File: config.mk
export PLATFORM = sky130hd
export DESIGN_NAME = wdt_top
export DESIGN_NICKNAME = d
export VERILOG_FILES = /design/src/design/wdt_pkg.sv /design/src/design/wdt_top.sv
export SDC_FILE = /design/constraint.sdc
export NUM_CORES = 1
export LEC_CHECK = 0
export ABC_AREA = 1
export BUFFER_PORTS_ARGS = -buffer_cell sky130_fd_sc_hd__buf_2
export CAP_MARGIN = 20
export CORE_MARGIN = 3
export CORE_UTILIZATION = 25
export CTS_CLUSTER_SIZE = 8
export DETAILED_ROUTE_END_ITERATION = 6
export SLEW_MARGIN = 5
export SYNTH_ARGS = -nofsm -noshare
export SYNTH_HDL_FRONTEND = slang
export SYNTH_SLANG_ARGS = --single-unit
File: constraint.sdc
create_clock -name ref_clk -period 3.4 [get_ports ref_clk]
set_clock_uncertainty 0.1 [all_clocks]
set_input_delay 0.68 -clock ref_clk [delete_from_list [all_inputs] [get_ports ref_clk]]
set_output_delay 0.68 -clock ref_clk [all_outputs]
set_load 0.02 [all_outputs]
File: src/design/wdt_pkg.sv
// Watchdog timer: register map, field positions, reset
// values, timing counts, control struct and state codes.
// Assumes a 32-bit APB slave with byte addresses.
package wdt_pkg;

    // ****************************************
    // Register byte offsets
    // ****************************************
    localparam logic [7:0] OFF_CTRL = 8'h00;
    localparam logic [7:0] OFF_INTV = 8'h04;
    localparam logic [7:0] OFF_STAT = 8'h08;
    localparam logic [7:0] OFF_CLR = 8'h0c;
    localparam logic [7:0] OFF_MASK = 8'h10;
    localparam logic [7:0] OFF_GATE = 8'h14;

    // ****************************************
    // Field positions
    // ****************************************
    localparam int CTL_TOF = 3;
    localparam int CTL_RCF = 2;
    localparam int CTL_REN = 1;
    localparam int CTL_RWT = 0;
    localparam int INTV_HI = 7;
    localparam int INTV_LO = 6;
    localparam int GATE_EXT = 4;
    localparam int GATE_GLB = 7;
    localparam int ST_TMO = 0;
    localparam int ST_WRST = 1;

    // ****************************************
    // Reset values
    // ****************************************
    localparam logic [7:0] CTRL_RST = 8'h00;
    localparam logic [7:0] INTV_RST = 8'h00;
    localparam logic [7:0] GATE_RST = 8'h00;
    localparam logic [1:0] STAT_RST = 2'h0;

    // ****************************************
    // Timing counts in clocks and machine cycles
    // ****************************************
    localparam int WAIT_CLK = 512;
    localparam int CLK_PER_MC = 4;
    localparam int RST_MC = 2;
    localparam int RST_CLK = CLK_PER_MC * RST_MC;

    // Watchdog control fields
    typedef struct packed {
        logic tof;
        logic rcf;
        logic ren;
        logic restart_bit;
    } wdt_ctl_s;

    // Sequencer states
    typedef enum logic [2:0] {
        S_RUN = 3'b001,
        S_WAIT = 3'b010,
        S_RST = 3'b100
    } wdt_state_e;

endpackage

File: src/design/wdt_top.sv
// Watchdog timer with interrupt flag and system reset.
// Assumes an APB master on ref_clk, a timed-access grant
// level from the core, and nrst as power-on/fail reset.
//
// The implementer's own choices: the APB interface to the registers and the register offsets.
`timescale 1ns/1ps

module wdt_top #(
    parameter logic [26:0] INT0 = 27'h002_0000,
    parameter logic [26:0] INT1 = 27'h010_0000,
    parameter logic [26:0] INT2 = 27'h080_0000,
    parameter logic [26:0] INT3 = 27'h400_0000
) (
    // Clock and power-on reset
    input wire logic ref_clk,
    input wire logic nrst,
    // APB slave
    input wire logic psel,
    input wire logic penable,
    input wire logic pwrite,
    input wire logic [7:0] paddr,
    input wire logic [31:0] pwdata,
    output logic [31:0] prdata,
    output logic pready,
    output logic pslverr,
    // Core side
    input wire logic taGrant,
    output logic wdtIrq,
    output logic sysRst,
    output logic irq
);

    // ****************************************
    // Declarations
    // ****************************************
    wdt_pkg::wdt_ctl_s ctl_q;
    wdt_pkg::wdt_ctl_s ctl_d;
    wdt_pkg::wdt_state_e st_q;
    wdt_pkg::wdt_state_e st_d;
    logic [7:0] intv_q;
    logic [7:0] gate_q;
    logic [7:0] gate_d;
    logic [1:0] stat_q;
    logic [1:0] stat_d;
    logic [1:0] mask_q;
    logic [1:0] mask_d;
    logic [26:0] cnt_q;
    logic [26:0] cnt_d;
    logic [9:0] wait_q;
    logic [9:0] wait_d;
    logic [2:0] rcnt_q;
    logic [2:0] rcnt_d;
    logic [31:0] prdata_q;
    logic [31:0] rdMux;
    logic pready_q;
    logic pslverr_q;
    logic sysRst_q;
    logic wdtIrq_q;
    logic irq_q;
    logic setup;
    logic wrAcc;
    logic mapped;
    logic wrCtl;
    logic wrProt;
    logic restart;
    logic tmo;
    logic waitDone;
    logic rstDone;
    logic rstStart;
    logic [26:0] limit;
    logic [1:0] sel;

    // ****************************************
    // APB decode
    // ****************************************
    // Setup phase, access write and address hits
    assign setup = psel & ~penable;
    assign wrAcc = psel & penable & pwrite & pready_q;
    assign mapped = paddr == wdt_pkg::OFF_CTRL
        || paddr == wdt_pkg::OFF_INTV
        || paddr == wdt_pkg::OFF_STAT
        || paddr == wdt_pkg::OFF_CLR
        || paddr == wdt_pkg::OFF_MASK
        || paddr == wdt_pkg::OFF_GATE;
    assign wrCtl = wrAcc & (paddr == wdt_pkg::OFF_CTRL);
    assign wrProt = wrCtl & taGrant;

    // Read data selection, taken in the setup phase
    assign rdMux =
        paddr == wdt_pkg::OFF_CTRL ? {28'h0, ctl_q} :
        paddr == wdt_pkg::OFF_INTV ? {24'h0, intv_q} :
        paddr == wdt_pkg::OFF_STAT ? {30'h0, stat_q} :
        paddr == wdt_pkg::OFF_MASK ? {30'h0, mask_q} :
        paddr == wdt_pkg::OFF_GATE ? {24'h0, gate_q} :
        32'h0;

    // Bus answer registers, no wait states
    always_ff @(posedge ref_clk or negedge nrst) begin
        if (!nrst) begin
            pready_q <= 1'b0;
            pslverr_q <= 1'b0;
            prdata_q <= 32'h0;
        end else begin
            pready_q <= setup;
            pslverr_q <= setup & ~mapped;
            if (setup) begin
                prdata_q <= rdMux;
            end
        end
    end

    // ****************************************
    // Interval counter
    // ****************************************
    // interval selection
    assign sel = {intv_q[wdt_pkg::INTV_HI],
        intv_q[wdt_pkg::INTV_LO]};
    assign limit = sel == 2'h0 ? INT0 :
        sel == 2'h1 ? INT1 :
        sel == 2'h2 ? INT2 : INT3;
    assign restart = wrProt & pwdata[wdt_pkg::CTL_RWT];
    // every completed interval is a timeout
    assign tmo = (st_q != wdt_pkg::S_RST)
        & (cnt_q == limit - 27'h1);
    // counter runs whatever the reset enable
    assign cnt_d = (restart | tmo | rstStart
        | st_q == wdt_pkg::S_RST) ? 27'h0 : cnt_q + 27'h1;

    // Free-running divider
    always_ff @(posedge ref_clk or negedge nrst) begin
        if (!nrst) begin
            cnt_q <= 27'h0;
        end else begin
            cnt_q <= cnt_d;
        end
    end

    // ****************************************
    // Reset sequencer
    // ****************************************
    assign waitDone = wait_q == 10'(wdt_pkg::WAIT_CLK - 1);
    assign rstDone = rcnt_q == 3'(wdt_pkg::RST_CLK - 1);
    assign wait_d = st_q == wdt_pkg::S_WAIT
        ? wait_q + 10'h1 : 10'h0;
    assign rcnt_d = st_q == wdt_pkg::S_RST
        ? rcnt_q + 3'h1 : 3'h0;
    assign rstStart = st_q == wdt_pkg::S_WAIT
        && st_d == wdt_pkg::S_RST;

    // Next state
    always_comb begin
        st_d = st_q;
        case (st_q)
            wdt_pkg::S_RUN: begin
                if (tmo && !restart) begin
                    st_d = wdt_pkg::S_WAIT;
                end
            end
            wdt_pkg::S_WAIT: begin
                if (restart) begin
                    st_d = wdt_pkg::S_RUN;
                end else if (waitDone) begin
                    st_d = ctl_q.ren ? wdt_pkg::S_RST
                        : wdt_pkg::S_RUN;
                end
            end
            wdt_pkg::S_RST: begin
                if (rstDone) begin
                    st_d = wdt_pkg::S_RUN;
                end
            end
            default: st_d = wdt_pkg::S_RUN;
        endcase
    end

    // Sequencer and counters
    always_ff @(posedge ref_clk or negedge nrst) begin
        if (!nrst) begin
            st_q <= wdt_pkg::S_RUN;
            wait_q <= 10'h0;
            rcnt_q <= 3'h0;
            sysRst_q <= 1'b0;
        end else begin
            st_q <= st_d;
            wait_q <= wait_d;
            rcnt_q <= rcnt_d;
            sysRst_q <= st_d == wdt_pkg::S_RST;
        end
    end

    // ****************************************
    // Control register
    // ****************************************
    // Flag updates; hardware sets win over clears
    always_comb begin
        ctl_d = ctl_q;
        if (wrProt) begin
            ctl_d.tof = pwdata[wdt_pkg::CTL_TOF];
            ctl_d.ren = pwdata[wdt_pkg::CTL_REN];
        end
        if (wrCtl && !pwdata[wdt_pkg::CTL_RCF]) begin
            ctl_d.rcf = 1'b0;
        end
        if (rstStart) begin
            ctl_d.tof = 1'b0;
        end
        if (tmo) begin
            ctl_d.tof = 1'b1;
        end
        // cause only set by an enabled reset
        if (rstStart) begin
            ctl_d.rcf = 1'b1;
        end
        ctl_d.restart_bit = restart;
    end

    always_ff @(posedge ref_clk or negedge nrst) begin
        if (!nrst) begin
            ctl_q <= wdt_pkg::wdt_ctl_s'(wdt_pkg::CTRL_RST[3:0]);
        end else begin
            ctl_q <= ctl_d;
        end
    end

    always_ff @(posedge ref_clk or negedge nrst) begin
        if (!nrst) begin
            intv_q <= wdt_pkg::INTV_RST;
            gate_q <= wdt_pkg::GATE_RST;
            mask_q <= 2'h0;
        end else if (wrAcc) begin
            if (paddr == wdt_pkg::OFF_INTV) begin
                intv_q <= pwdata[7:0];
            end
            if (paddr == wdt_pkg::OFF_GATE) begin
                gate_q <= pwdata[7:0];
            end
            if (paddr == wdt_pkg::OFF_MASK) begin
                mask_q <= pwdata[1:0];
            end
        end
    end

    // ****************************************
    // Interrupts
    // ****************************************
    // Sticky status, write-one-to-clear, set wins
    assign stat_d = (stat_q & ~((wrAcc
        && paddr == wdt_pkg::OFF_CLR) ? pwdata[1:0] : 2'h0))
        | {rstStart, tmo};

    // Next mask and gate, so requests follow a write at once
    assign mask_d = (wrAcc && paddr == wdt_pkg::OFF_MASK)
        ? pwdata[1:0] : mask_q;
    assign gate_d = (wrAcc && paddr == wdt_pkg::OFF_GATE)
        ? pwdata[7:0] : gate_q;

    // Status and interrupt outputs
    always_ff @(posedge ref_clk or negedge nrst) begin
        if (!nrst) begin
            stat_q <= wdt_pkg::STAT_RST;
            irq_q <= 1'b0;
            wdtIrq_q <= 1'b0;
        end else begin
            stat_q <= stat_d;
            irq_q <= |(stat_d & mask_d);
            wdtIrq_q <= ctl_d.tof & gate_d[wdt_pkg::GATE_EXT]
                & gate_d[wdt_pkg::GATE_GLB];
        end
    end

    // Outputs
    assign prdata = prdata_q;
    assign pready = pready_q;
    assign pslverr = pslverr_q;
    assign sysRst = sysRst_q;
    assign wdtIrq = wdtIrq_q;
    assign irq = irq_q;
endmodule // wdt_top

==> metrics.md <==
| Metric | Value |
|---|---|
| Synth cell types | `33` |
| Share of layout cells above drive strength 1 | `around 16%` |
| Row cnt | `47` |
| Core area | `0.0168 mm^2` |
| Final worst path period need | `2.26 ns` |
| Met2 usage | `~16%` |
| Syn_area_per_cell | `8.09 um^2` |
| Met1 usage | `about an eighth` |
| Final hold slack | `0.241 ns` |
| Iteration-0 DRC Markers | `149` |
| RSZ-0062 raised after global routing | `false` |
| Wire per inst | `11.0 um` |
| Die area | `0.0190 mm^2` |
| First-pass GRT wire length | `~15 mm` |
| Synthesized cell area | `0.00435 mm^2` |
| Final core occ | `29.7%` |
| Total of cells resized after clock tree synthesis | `0` |
| Pwr dens | `435 mW/mm^2` |
| WS Path Type | `reg -> reg` |
| Static leakage | `~2.4 nW` |
| Layout area overhead | `14.8%` |
| Status | `finished clean` |
| Remaining DRCs | `0` |
| CTS Root Cell | `clkbuf_16` |
| Final Power | `approximately 2.2 mW` |
| Tot GR Track Use | `10.0%` |
| HPWL Detailed | `6.41 mm` |
| Wirelength, routed | `8.80 mm` |
| Initial Util | `25.9%` |
| Via density per instance | `4.17` |
| H-Tree Level Count | `3` |
| Critical Path RT | `3.50 ns` |
| Max Fclk | `~0.44 GHz` |
| CTS tree | `done` |
| Post-route ant nets | `0` |
| Biggest cell delay along the critical path | `0.42 ns` |
| # setup viols final | `0` |
| WP buf/inv | `1` |
| P_int | `1.68 mW` |
| CP max FO | `27` |
| Max-slew headroom | `66.1%` |
| Hold-fix buffers, CTS | `0` |
| Placed cells | `789` |
| Critical path's slowest cell | `dfrtp_1` |
| Most used routing layer in global routing | `met2` |
| Crit-path cells | `nor2_1 -> inv_1 -> ha_1 -> nor2_1 -> nor2_1 -> nand3_1 -> a21oi_1 -> nand3_1 -> nand3b_4 -> nor2_1` |
| Max-cap viol count | `0` |
| Clk_lat worst skew | `0.33 ns` |
| VDD IR max | `0.000196 V` |
| Num Clock Sinks | `80` |
| Final Instance Area | `0.00500 mm^2` |
| Critical Path Start Type | `flip-flop` |
| Clk slew on worst S/H paths | `~0.060 ns` |
| Cell taking the most area after synthesis | `dfrtp_1` |
| Ports | `83` |
| Initial antenna violation count | `0` |
| PortBufs | `34` |
| Final Max Slew Viols | `0` |
| Area contributors post-synth | `dfrtp_1 (45%), nand2_1 (11%), nor2_1 (5.9%), inv_1 (5.1%), buf_4 (4.1%)` |
| CTS max path bufs | `2` |
| N_diodes | `0` |
| Slack of the critical path | `around 1.1 ns` |
| Synth Warn # | `0` |
| Routing usage on met3 | `2.43%` |
| Cell with the most instances on the worst path | `nor2_1` |
| Sequential Power Share | `a little under half` |
| Asr flop ratio synth | `100%` |
| Drt first pass iters | `4` |
| #FFs+latches synth | `80` |
| Final hold violation count | `0` |
| Slew @ Worst Pin | `0.506 ns` |
| Worst path top cell family by delay | `simple AND/OR/NAND/NOR gates` |
| Psw | `about 500 uW` |
| Synth Instances | `538` |
| GR Overflow Total | `0` |
| Placed cell area | `between 0.004 and 0.005 mm^2` |
| Clock buffer count from CTS | `9` |
| Data arrival time of the worst path | `2.36 ns` |
| Pre-CTS setup slack | `0.975 ns` |
| Synth Flop Type | `dfrtp_1` |
| Clock share of power | `a little under half` |
| Final RePlAce weighted congestion | `0.814` |
| Sequential area share after synthesis | `46.0%` |
| CP Capture Type | `flip-flop` |
| Finished Layout Cells | `between 800 and 900` |
| NumNets Final | `631` |
| Logic gate share of total power | `about 7.6%` |
| Post-synth EDFFs | `0` |
| Setup TNS Final | `0 ns` |
| Post-CTS Setup Bufs | `0` |
| DR vias | `3,352` |
| HP Class | `in -> async` |
| Largest net degree at the start of global routing | `81` |
| Die Ht | `138 um` |
| Die span in x | `roughly 140 um` |
| Number of global-route vias before repair | `3,219` |
| Area share of the largest cell type after synthesis | `45.4%` |
| Final Cycle Share | `66.5%` |
| Net switching fraction of the power | `23.0%` |
## power groups by stage
stage / clock network [mW] / logic, mW / registers (mW)
after CTS: 1.03 / 0.168 / 1.02
after floorplan: 0 / 0.119 / 1.04
final: 0.995 / 0.165 / 1.02
after global placement: 0 / 0.166 / 1.03
after global routing: 1.07 / 0.189 / 1.02
after detailed placement: 0 / 0.168 / 1.03
## worst paths after layout
path                                       start                    to  slack (ns)  depth (start not counted)
min in group ref_clk         rcnt_q[0]$_DFF_PN0_   rcnt_q[0]$_DFF_PN0_        0.33                          1
min reg2reg                  rcnt_q[0]$_DFF_PN0_   rcnt_q[0]$_DFF_PN0_        0.33                          1
max in group asynchronous                   nrst  ctl_q[2]$_DFFE_PN0P_        2.57                          2
max reg2reg                intv_q[7]$_DFFE_PN0P_    cnt_q[2]$_DFF_PN0_        1.14                         10
max                        intv_q[7]$_DFFE_PN0P_    cnt_q[2]$_DFF_PN0_        1.14                         10
min                                         nrst    cnt_q[2]$_DFF_PN0_        0.24                          2
## synthesized netlist by cell type, drive strengths merged (5+ instances only)
library cell and n:
nor2 97, nand4 14, buf 29, o21ai 30, dfrtp 79, xnor2 9
a21oi 14, nand3 35, nand2 127, xor2 15, inv 62, nor3 13
ha 5
## routing by layer
layer  vias to the layer above  routed length, um
met3                        12                402
met5                         -                  0
met4                         0                149
li1                       1742                  -
met2                        67               4000
met1                      1531               4250
## sequential cells by signal (all words and copies together) (netlist names), 2 cells and up
name	cells
cnt_q	27
rcnt_q	3
stat_q	2
ctl_q	4
intv_q	8
prdata	8
st_q	3
gate_q	8
mask_q	2
wait_q	10
## cell families (layout without fill, tap and decap cells)
kind of cell / after synthesis / after routing / synth area share (%)
AO/OA/AOI/OAI: 49 / 49 / 5.86
XOR/XNOR: 24 / 24 / 4.83
adder cells (fa/ha/maj): 5 / 5 / 1.44
buffers and inverters: 91 / 113 / 10.5
flip-flops: 80 / 80 / 46.0
other: 1 / 24 / 0.0861
AND/OR/NAND/NOR: 288 / 288 / 31.3
## area by class of cell
type,count,area (um^2)
Tap cell,220,275
Fill cell,1800,11800
Timing Repair Buffer,37,208
Multi-Input combinational cell,390,1980
Clock inverter,3,68.8
Sequential cell,80,2000
Inverter,62,233
Clock buffer,11,233
## placed cells by master (no fill, tap or decap)
cell type  instances
a21oi_1           14
buf_12             1
buf_2             33
buf_4              3
bufinv_16          2
clkbuf_1           2
clkbuf_16          9
clkinv_4           1
conb_1            24
dfrtp_1           79
dfstp_2            1
ha_1               5
inv_1             59
inv_2              3
nand2_1          123
nand2_2            4
nand3_1           33
nand3_2            1
nand3_4            1
nand3b_4           1
nand4_1           12
nand4_2            1
nand4_4            1
nor2_1            68
nor2_2            24
nor2_4             4
nor2_8             1
nor3_1            12
nor3_4             1
nor4_1             1
o211ai_1           2
o21a_1             1
o21ai_0           22
o21ai_1            8
o22ai_1            2
xnor2_1            9
xor2_1            15
Power figures use the tool's default switching activity.
